### src/hw/bsau_pkg.sv
// Constants, field layouts and types for the bit shift array unit.
// Assumes an APB master with 32-bit data on the same clock as the unit.
//
// Summary of operation
// [RQ1] Unload flag, status bit 10, holds the bit last shifted out.
// [RQ2] Error flag, status bit 11, set on a negative length value.
// [RQ3] Done flag, status bit 13, set once the array shifted one place.
// [RQ4] Armed flag, status bit 15, set on each false-to-true rung edge; the code ignores edges while the major fault is set.
// [RQ5] Rung falling after a shift clears armed, done and error flags.
// [RQ6] Size word holds array length in bits, at most 1680.
// [RQ7] Length zero copies the source bit straight into the unload flag.
// [RQ8] Length running past the allocated file raises a sticky major fault.
// [RQ9] Bits past the last array bit up to the word boundary are cleared.
// [RQ10] Every shift writes zero into the index word.
// [RQ11] Toward-MSB: bits move up, source enters bit 0, top bit unloads.
// [RQ12] Toward-LSB: bits move down, source enters top bit, bit 0 unloads.
// [RQ13] Exactly one single-place shift per trigger, finished before next access.
// [RQ14] Program picks unload flag or shifted-out bit as source to circulate.
// [RQ15] Program ignores the unload flag while the error flag is set.
// [RQ16] Previous rung level is held so only a rising edge triggers.

package bsau_pkg;

	// ----------------------------------------
	// Register map
	// ----------------------------------------
	localparam int ADDR_W = 12;
	localparam logic [11:0] A_STATUS = 12'h000;
	localparam logic [11:0] A_SIZE = 12'h004;
	localparam logic [11:0] A_SPARE = 12'h008;
	localparam logic [11:0] A_CTRL = 12'h00C;
	localparam logic [11:0] A_INDEX = 12'h010;
	localparam logic [11:0] A_FAULT = 12'h014;
	localparam logic [11:0] A_FILE = 12'h018;
	localparam logic [11:0] A_ARRAY = 12'h400;

	// ----------------------------------------
	// Sizes and reset values
	// ----------------------------------------
	localparam int WORD_W = 16;
	localparam int ARRAY_WORDS = 105;
	localparam logic [15:0] MAX_BITS = 16'h0690;
	localparam logic [15:0] STATUS_RST = 16'h0000;
	localparam logic [15:0] SIZE_RST = 16'h0000;
	localparam logic [15:0] INDEX_RST = 16'h0000;
	localparam logic [15:0] FILE_RST = 16'h0069;
	localparam logic [15:0] ONE_W = 16'h0001;
	localparam logic [3:0] TOP_BIT = 4'hF;
	localparam logic [15:0] ALL_ONES = 16'hFFFF;

	// ----------------------------------------
	// Packed carriers
	// ----------------------------------------
	typedef struct packed {
		logic armed;
		logic unused14;
		logic done;
		logic unused12;
		logic error;
		logic unload;
		logic [9:0] unused;
	} bsau_status_s;

	typedef struct packed {
		logic [12:0] unused;
		logic source;
		logic toward_lsb;
		logic rung;
	} bsau_ctrl_s;

	typedef enum logic [1:0] {
		BSAU_IDLE,
		BSAU_RD,
		BSAU_WR
	} bsau_state_e;

endpackage

### src/hw/bsau_bit_mem.sv
// Word memory that holds the bit array.
// Assumes one port, write and read in the same cycle returns old data.
`timescale 1ns/1ps

module bsau_bit_mem #(
	parameter int WIDTH = 16,
	parameter int DEPTH = 105,
	parameter int AW = 7
) (
	// Clock
	input wire logic clk_sys,
	// Access port
	input wire logic we,
	input wire logic [AW-1:0] addr,
	input wire logic [WIDTH-1:0] wdata,
	output logic [WIDTH-1:0] rdata_r
);

	logic [WIDTH-1:0] mem [DEPTH];

	always_ff @(posedge clk_sys) begin
		if (we) begin
			mem[addr] <= wdata;
		end
		rdata_r <= mem[addr];
	end

endmodule

### src/hw/bsau_top.sv
// Bit shift array unit with APB register access.
// Assumes an APB master on clk_sys; array words are mapped after the
// control registers and shifts run word by word through the memory.
//
// Design decisions made here: the placing of the registers and the APB register port.
`timescale 1ns/1ps

module bsau_top #(
	parameter int DEPTH = bsau_pkg::ARRAY_WORDS,
	parameter logic [15:0] MAX_LEN = bsau_pkg::MAX_BITS
) (
	// Clock and reset
	input wire logic clk_sys,
	input wire logic rst,
	// APB slave
	input wire logic psel,
	input wire logic penable,
	input wire logic pwrite,
	input wire logic [11:0] paddr,
	input wire logic [31:0] pwdata,
	output logic [31:0] prdata_r,
	output logic pready_r,
	output logic pslverr_r,
	// Status outputs
	output logic unload_flag_r,
	output logic major_fault_r,
	output logic busy_r
);

	localparam int AW = $clog2(DEPTH);
	localparam logic [3:0] LSB4 = 4'h0;

	// ----------------------------------------
	// Registers and state
	// ----------------------------------------
	bsau_pkg::bsau_status_s status_r;
	bsau_pkg::bsau_ctrl_s ctrl_r;
	bsau_pkg::bsau_state_e state_r;
	logic [15:0] size_r;
	logic [15:0] index_r;
	logic [15:0] file_r;
	logic rung_prev_r;
	logic apb_wait_r;
	logic [AW-1:0] ptr_r;
	logic [AW-1:0] lastw_r;
	logic [3:0] lastb_r;
	logic dir_r;
	logic carry_r;

	// ----------------------------------------
	// Memory port
	// ----------------------------------------
	logic mem_we;
	logic [AW-1:0] mem_addr;
	logic [15:0] mem_wdata;
	logic [15:0] mem_rdata;

	bsau_bit_mem #(
		.WIDTH(bsau_pkg::WORD_W),
		.DEPTH(DEPTH),
		.AW(AW)
	) u_mem (
		.clk_sys(clk_sys),
		.we(mem_we),
		.addr(mem_addr),
		.wdata(mem_wdata),
		.rdata_r(mem_rdata)
	);

	// ----------------------------------------
	// APB decode
	// ----------------------------------------
	logic idle;
	logic access;
	logic apb_go;
	logic commit;
	logic [11:0] arr_off;
	logic arr_hit;
	logic reg_hit;
	logic [AW-1:0] arr_idx;
	logic [31:0] rd_val;

	assign idle = (state_r == bsau_pkg::BSAU_IDLE);
	assign access = psel & penable;
	assign apb_go = access & ~pready_r & idle;
	assign commit = access & pready_r & pwrite;
	assign arr_off = paddr - bsau_pkg::A_ARRAY;
	assign arr_idx = arr_off[AW+1:2];
	assign arr_hit = (paddr >= bsau_pkg::A_ARRAY)
		&& (arr_off[1:0] == 2'h0)
		&& ({2'h0, arr_off[11:2]} < 12'(DEPTH));

	always_comb begin
		reg_hit = 1'b1;
		rd_val = 32'h0000_0000;
		case (paddr)
			bsau_pkg::A_STATUS: rd_val = {16'h0000, status_r};
			bsau_pkg::A_SIZE: rd_val = {16'h0000, size_r};
			bsau_pkg::A_SPARE: rd_val = 32'h0000_0000;
			bsau_pkg::A_CTRL: rd_val = {16'h0000, ctrl_r};
			bsau_pkg::A_INDEX: rd_val = {16'h0000, index_r};
			bsau_pkg::A_FAULT: rd_val = {31'h0000_0000, major_fault_r};
			bsau_pkg::A_FILE: rd_val = {16'h0000, file_r};
			default: begin
				reg_hit = 1'b0;
				rd_val = {16'h0000, mem_rdata};
			end
		endcase
	end

	// ----------------------------------------
	// APB answer
	// ----------------------------------------
	always_ff @(posedge clk_sys) begin
		if (rst) begin
			pready_r <= 1'b0;
			pslverr_r <= 1'b0;
			prdata_r <= 32'h0000_0000;
			apb_wait_r <= 1'b0;
		end else begin
			pready_r <= 1'b0;
			pslverr_r <= 1'b0;
			if (apb_go) begin
				if (arr_hit && !pwrite && !apb_wait_r) begin
					apb_wait_r <= 1'b1;
				end else begin
					apb_wait_r <= 1'b0;
					pready_r <= 1'b1;
					pslverr_r <= ~(reg_hit | arr_hit);
					prdata_r <= (pwrite || !(reg_hit | arr_hit)) ? 32'h0000_0000 : rd_val;
				end
			end
		end
	end

	// ----------------------------------------
	// Trigger decode
	// ----------------------------------------
	logic wr_status;
	logic wr_ctrl;
	logic rise;
	logic fall;
	logic trig;
	logic len_neg;
	logic len_over;
	logic len_zero;
	logic [11:0] need_words;
	logic [15:0] sz_m1;

	assign wr_status = commit && (paddr == bsau_pkg::A_STATUS);
	assign wr_ctrl = commit && (paddr == bsau_pkg::A_CTRL);
	assign rise = ctrl_r.rung & ~rung_prev_r;
	assign fall = ~ctrl_r.rung & rung_prev_r;
	assign trig = rise & idle & ~major_fault_r;
	assign sz_m1 = size_r - bsau_pkg::ONE_W;
	assign need_words = size_r[15:4] + {11'h000, |size_r[3:0]};
	assign len_neg = size_r[15]; // RQ2
	assign len_over = (size_r > MAX_LEN) // RQ6
		|| ({4'h0, need_words} > file_r); // RQ8
	assign len_zero = (size_r == bsau_pkg::SIZE_RST);

	// ----------------------------------------
	// Shift datapath
	// ----------------------------------------
	logic at_last;
	logic fin;
	logic out_bit;
	logic [15:0] keep_m;
	logic [15:0] new_word;

	assign at_last = (ptr_r == lastw_r);
	assign keep_m = bsau_pkg::ALL_ONES >> (bsau_pkg::TOP_BIT - lastb_r);
	assign fin = (state_r == bsau_pkg::BSAU_WR)
		&& (dir_r ? (ptr_r == '0) : at_last);

	always_comb begin
		out_bit = 1'b0;
		new_word = mem_rdata;
		if (!dir_r) begin
			// Source enters low end, top array bit leaves
			new_word = {mem_rdata[14:0], carry_r}; // RQ11
			out_bit = mem_rdata[15];
			if (at_last) begin
				out_bit = mem_rdata[lastb_r]; // RQ11
				new_word = new_word & keep_m; // RQ9
			end
		end else begin
			// Source enters top array bit, bit 0 leaves
			out_bit = mem_rdata[0]; // RQ12
			new_word = {carry_r, mem_rdata[15:1]};
			if (at_last) begin
				new_word = ((mem_rdata >> 1) & (keep_m >> 1)) // RQ9
					| ({15'h0000, carry_r} << lastb_r); // RQ12
			end
		end
	end

	always_comb begin
		mem_we = 1'b0;
		mem_addr = arr_idx;
		mem_wdata = pwdata[15:0];
		if (!idle) begin
			mem_addr = ptr_r;
			mem_we = (state_r == bsau_pkg::BSAU_WR);
			mem_wdata = new_word;
		end else if (commit && arr_hit) begin
			mem_we = 1'b1;
		end
	end

	// ----------------------------------------
	// Shift sequencer
	// ----------------------------------------
	always_ff @(posedge clk_sys) begin
		if (rst) begin
			state_r <= bsau_pkg::BSAU_IDLE;
			ptr_r <= '0;
			lastw_r <= '0;
			lastb_r <= LSB4;
			dir_r <= 1'b0;
			carry_r <= 1'b0;
		end else begin
			case (state_r)
				bsau_pkg::BSAU_IDLE: begin
					if (trig && !len_neg && !len_over && !len_zero) begin // RQ13
						lastw_r <= sz_m1[AW+3:4];
						lastb_r <= sz_m1[3:0];
						dir_r <= ctrl_r.toward_lsb;
						carry_r <= ctrl_r.source;
						ptr_r <= ctrl_r.toward_lsb ? sz_m1[AW+3:4] : '0;
						state_r <= bsau_pkg::BSAU_RD;
					end
				end
				bsau_pkg::BSAU_RD: begin
					state_r <= bsau_pkg::BSAU_WR;
				end
				bsau_pkg::BSAU_WR: begin
					carry_r <= out_bit;
					if (fin) begin
						state_r <= bsau_pkg::BSAU_IDLE;
					end else begin
						ptr_r <= dir_r ? ptr_r - 1'b1 : ptr_r + 1'b1;
						state_r <= bsau_pkg::BSAU_RD;
					end
				end
				default: begin
					state_r <= bsau_pkg::BSAU_IDLE;
				end
			endcase
		end
	end

	always_ff @(posedge clk_sys) begin
		if (rst) begin
			busy_r <= 1'b0;
		end else begin
			busy_r <= (trig && !len_neg && !len_over && !len_zero)
				|| (!idle && !fin);
		end
	end

	// ----------------------------------------
	// Rung edge tracking
	// ----------------------------------------
	always_ff @(posedge clk_sys) begin
		if (rst) begin
			rung_prev_r <= 1'b0;
		end else if (idle) begin
			rung_prev_r <= ctrl_r.rung; // RQ16
		end
	end

	// ----------------------------------------
	// Status word
	// ----------------------------------------
	always_ff @(posedge clk_sys) begin
		if (rst) begin
			status_r <= bsau_pkg::STATUS_RST;
		end else begin
			if (wr_status) begin
				status_r.armed <= pwdata[15];
				status_r.done <= pwdata[13];
				status_r.error <= pwdata[11];
				status_r.unload <= pwdata[10];
			end
			if (fall && idle) begin
				status_r.armed <= 1'b0; // RQ5
				status_r.done <= 1'b0; // RQ5
				status_r.error <= 1'b0; // RQ5
			end
			if (trig) begin
				status_r.armed <= 1'b1; // RQ4
				if (len_neg) begin
					status_r.error <= 1'b1; // RQ2
				end else if (len_zero) begin
					status_r.unload <= ctrl_r.source; // RQ7
					status_r.done <= 1'b1; // RQ3
				end
			end
			if (fin) begin
				status_r.unload <= out_bit; // RQ1
				status_r.done <= 1'b1; // RQ3
			end
		end
	end

	always_ff @(posedge clk_sys) begin
		if (rst) begin
			unload_flag_r <= 1'b0;
		end else if (fin) begin
			unload_flag_r <= out_bit; // RQ1
		end else if (trig && len_zero && !len_neg) begin
			unload_flag_r <= ctrl_r.source;
		end else if (wr_status) begin
			unload_flag_r <= pwdata[10];
		end
	end

	// ----------------------------------------
	// Control, size and file words
	// ----------------------------------------
	always_ff @(posedge clk_sys) begin
		if (rst) begin
			ctrl_r <= '0;
		end else if (wr_ctrl) begin
			ctrl_r.rung <= pwdata[0];
			ctrl_r.toward_lsb <= pwdata[1];
			ctrl_r.source <= pwdata[2];
		end
	end

	always_ff @(posedge clk_sys) begin
		if (rst) begin
			size_r <= bsau_pkg::SIZE_RST;
		end else if (commit && paddr == bsau_pkg::A_SIZE) begin
			size_r <= pwdata[15:0]; // RQ6
		end
	end

	always_ff @(posedge clk_sys) begin
		if (rst) begin
			file_r <= bsau_pkg::FILE_RST;
		end else if (commit && paddr == bsau_pkg::A_FILE) begin
			file_r <= pwdata[15:0];
		end
	end

	// ----------------------------------------
	// Index word
	// ----------------------------------------
	always_ff @(posedge clk_sys) begin
		if (rst) begin
			index_r <= bsau_pkg::INDEX_RST;
		end else if (fin || (trig && len_zero && !len_neg)) begin
			index_r <= bsau_pkg::INDEX_RST; // RQ10
		end else if (commit && paddr == bsau_pkg::A_INDEX) begin
			index_r <= pwdata[15:0];
		end
	end

	// ----------------------------------------
	// Major fault, sticky, write 1 clears
	// ----------------------------------------
	always_ff @(posedge clk_sys) begin
		if (rst) begin
			major_fault_r <= 1'b0;
		end else if (trig && !len_neg && len_over) begin
			major_fault_r <= 1'b1; // RQ8
		end else if (commit && paddr == bsau_pkg::A_FAULT && pwdata[0]) begin
			major_fault_r <= 1'b0;
		end
	end

endmodule

### config.mk
export PLATFORM = sky130hd
export DESIGN_NAME = bsau_top
export DESIGN_NICKNAME = d
export VERILOG_FILES = /design/src/hw/bsau_pkg.sv /design/src/hw/bsau_bit_mem.sv /design/src/hw/bsau_top.sv
export SDC_FILE = /design/constraint.sdc
export NUM_CORES = 2
export LEC_CHECK = 0
export BUFFER_PORTS_ARGS = -buffer_cell sky130_fd_sc_hd__buf_2
export CELL_PAD_IN_SITES_DETAIL_PLACEMENT = 2
export CELL_PAD_IN_SITES_GLOBAL_PLACEMENT = 2
export CORE_MARGIN = 2
export CORE_UTILIZATION = 42
export DETAILED_ROUTE_END_ITERATION = 10
export PLACE_DENSITY_LB_ADDON = 0.1
export SYNTH_ARGS = -nofsm -noshare
export SYNTH_HDL_FRONTEND = slang
export SYNTH_SLANG_ARGS = --single-unit
### constraint.sdc
create_clock -name clk_sys -period 7.7 [get_ports clk_sys]
set_input_delay 0.385 -clock clk_sys [delete_from_list [all_inputs] [get_ports clk_sys]]
set_output_delay 0.385 -clock clk_sys [all_outputs]
set_load 0.01 [all_outputs]
==> metrics.cfg <==
[cts]
worst_skew_pair_later_pin_latency_ns = 0.85
clock_root_buffer_master = sky130_fd_sc_hd__clkbuf_16
post_cts.resized_instances = 0
clkSinkCount = 1796
cts_tree = done
cts_inserted_buffers = 188
ctsHtreeMaxLevel = 4
cts_hold_fix_bufs = 16
clk_pin_slew_worst_paths_ns = 0.06
post_cts_buffers = 0
clock_tree.buffer_depth = 3

[sta]
finalSetupViolCount = 0
finalClockSkew_ns = 0.0284
max_slew.worst_pin.slew_ns = 1.44
timing.final.hold_violations = 0
layout_min_cycle_time_ns = 5.37
relSlewSlack_pct = 3.04
layout_worst_path_cycle_share_pct = 69.7
grt_setup_unrepaired = false
setup_total_negative_slack_ns = 0
final-max-slew-violation-count = 0
maxClockFrequency_mhz = 186
setup_slack_ns = 2.33

[flow_run]
cap_viol_max_count = 0

[setup_path]
worst-endpoint-arrival_ns = 5.98
worst_setup_path_start_kind = register
critical-path-top-delay-family = compound AO/OA/AOI/OAI gates
critPathSlowestCell = sky130_fd_sc_hd__a222oi_1
critPathCaptureType = register
worst-path-buf-inv = 2
timing.reg2reg.setup_slack_ns = 2.33
worst_ep_required_time_ns = 8.31
critical_path.max_stage_delay_ns = 1.14
timing.critical_path.cells = o21ai_2 > and2_4 > nor2_4 > buf_12 > buf_4 > a22oi_1 > nand4_1 > a222oi_1 > a2bb2oi_1 > nand4b_1
timing.critical_path.fanout_max = 36
criticalPathCategory = reg2reg

[power]
ir_drop_mv = 0.257
p_per_area_nw_per_um2 = 261
static_leakage_uw = 0.0255

[drt]
ant_nets = 0
detailroute.via_count = 46600
wl_per_cell_um = 40.0
detailedRoute.firstIterationViolations = 6243
firstDrtPassIters = 10
postRouteWirelength_um = 281000
route.detailed.vias_per_inst = 6.63
remaining_drc_errors = 0

[floorplan]
die_w_um = 412
initial_core_utilization_pct = 42.3
core.rowCount = 149
core-area_um2 = 165000
io_pins = 86
die_area_um2 = 169000
die-height_um = 412

[yosys]
synthTopCellsByCount = sky130_fd_sc_hd__edfxtp_1 (1680), sky130_fd_sc_hd__nand2_1 (455), sky130_fd_sc_hd__a21oi_1 (229), sky130_fd_sc_hd__nor2_1 (220), sky130_fd_sc_hd__mux2i_1 (206)
number_of_synthesized_flops_with_an_enable_pin = 1680
ys_top_cells_by_area = sky130_fd_sc_hd__edfxtp_1 (72%), sky130_fd_sc_hd__dfxtp_1 (3.3%), sky130_fd_sc_hd__mux2i_1 (3.0%), sky130_fd_sc_hd__nand2_1 (2.4%), sky130_fd_sc_hd__a22oi_1 (2.1%)
synth.largest_area_cell = sky130_fd_sc_hd__edfxtp_1
synth_async_sr_flop_share_pct = 0
synth.most_common_cell = sky130_fd_sc_hd__edfxtp_1
syn-mean-instance-area_um2 = 15.5
yosys_warnings = 0
ys_seq_elements = 1796
synth_ff_type = sky130_fd_sc_hd__edfxtp_1
synthDominantCellAreaShare_pct = 72.3
synthesis.instances = 4509
netlist-cell-type-count = 78
synth_sequential_area_ratio_pct = 75.6
mappedNetlistArea_um2 = 69800

[cells_and_area]
share_of_final_layout_standard_cells_stronger_than_drive_strength_1_pct = 13.7
post_layout_nonfiller_instances = 7019
utilization_pct = 48.4
areaGrowthSynthToFinish_pct = 14.4
num-nets-final = 4728
final_area_um2 = 79900

[placement]
place_congestion = 0.854
post-place-ws_ns = 1.99
detailed_place_hpwl_um = 169000
placedCellCount = 6640
place.port_buffers = 53
detailed_place.area_um2 = 73800

[grt]
grt_max_degree = 102
grt_antenna_before_repair = 17
global_route_wire_length_before_repair_um = 389000
grt_pass1_vias = 48300
grt_remaining_overflow = 0
gr-usage-all-layers_pct = 32.9

[run_status]
outcome = finished, final reports clean

[min_path]
min_path_type = in2reg

-- power by group --
group / internal [µW] / switching, µW
clock: 4990 / 3980
combinational: 277 / 898
sequential: 10700 / 46.0
-- per-stage QoR --
stage | power, µW | hold WS [ns]
finish | 20900 | 0.0739
global route | 21300 | 0.0719
CTS | 20900 | 0.0229
detailed placement | 12100 | 0.447
global placement | 12000 | 0.440
floorplan | 11500 | 0.431
-- worst register-to-register path: cells and delay by family, from the launching register on --
kind / cells / cell delay, ns
AOI/OAI and AO/OA: 4 / 2.37
and+or+nand+nor: 4 / 1.55
buffers and inverters: 2 / 0.71
DFF: 1 / 0.51
-- sequential cells by signal, summed over array words and instances (netlist names), 2 cells and up --
name,cells
prdata_r,16
lastb_r,4
u_mem.rdata_r,16
index_r,16
file_r,16
status_r,4
ctrl_r,3
state_r,2
ptr_r,7
size_r,16
lastw_r,7
u_mem.mem,1680
-- final timing paths --
kind | from | endpoint | cells past startpoint
setup reg to reg | state_r[1] | u_mem.rdata_r[1] | 10
setup / recovery | state_r[1] | u_mem.rdata_r[1] | 10
hold reg to reg | index_r[5] | index_r[5] | 2
hold / removal | pwrite | prdata_r[4] | 3
-- final cells by class --
type	instances	area, µm²
Fill cell	15300	85100
Sequential cell	1796	52800
Multi-Input combinational cell	2372	16200
Clock buffer	258	5040
Tap cell	2189	2740
Timing Repair Buffer	268	2170
Clock inverter	96	840
Inverter	31	116
Antenna cell	9	22.5
-- cells in the final DEF (no fill, tap or decap), types with 116 or more instances in the layout --
cell type and instances:
sky130_fd_sc_hd__a21oi_1 222, sky130_fd_sc_hd__a222oi_1 131, sky130_fd_sc_hd__a22oi_1 199, sky130_fd_sc_hd__buf_4 179, sky130_fd_sc_hd__clkbuf_16 191, sky130_fd_sc_hd__dfxtp_1 116
sky130_fd_sc_hd__edfxtp_1 1680, sky130_fd_sc_hd__mux2i_1 202, sky130_fd_sc_hd__nand2_1 448, sky130_fd_sc_hd__nor2_1 154, sky130_fd_sc_hd__o21ai_0 127
-- kinds of logic (layout without fill, tap and decap cells) --
kind of cell             Yosys count  count (layout)  synth area share [%]
AO/OA/AOI/OAI                   1220            1220                  12.7
XOR/XNOR                          29              29                 0.364
adder cells (fa/ha/maj)           22              22                 0.405
buffers and inverters            356             653                  2.27
flip-flops                      1796            1796                  75.6
multiplexers                     237             237                  3.52
other                              1              25               0.00537
AND/OR/NAND/NOR                  848             848                  5.16
-- layer usage --
| layer | share of wire [%] | wire length (µm) | track usage, % |
|---|---|---|---|
| met5 | 0.011 | 32 | 0 |
| met4 | 5.0 | 14100 | 15.0 |
| met3 | 8.4 | 23700 | 5.91 |
| met2 | 48 | 134000 | 53.4 |
| met1 | 39 | 110000 | 43.1 |
Note: power is estimated with default switching activity, not from simulation.
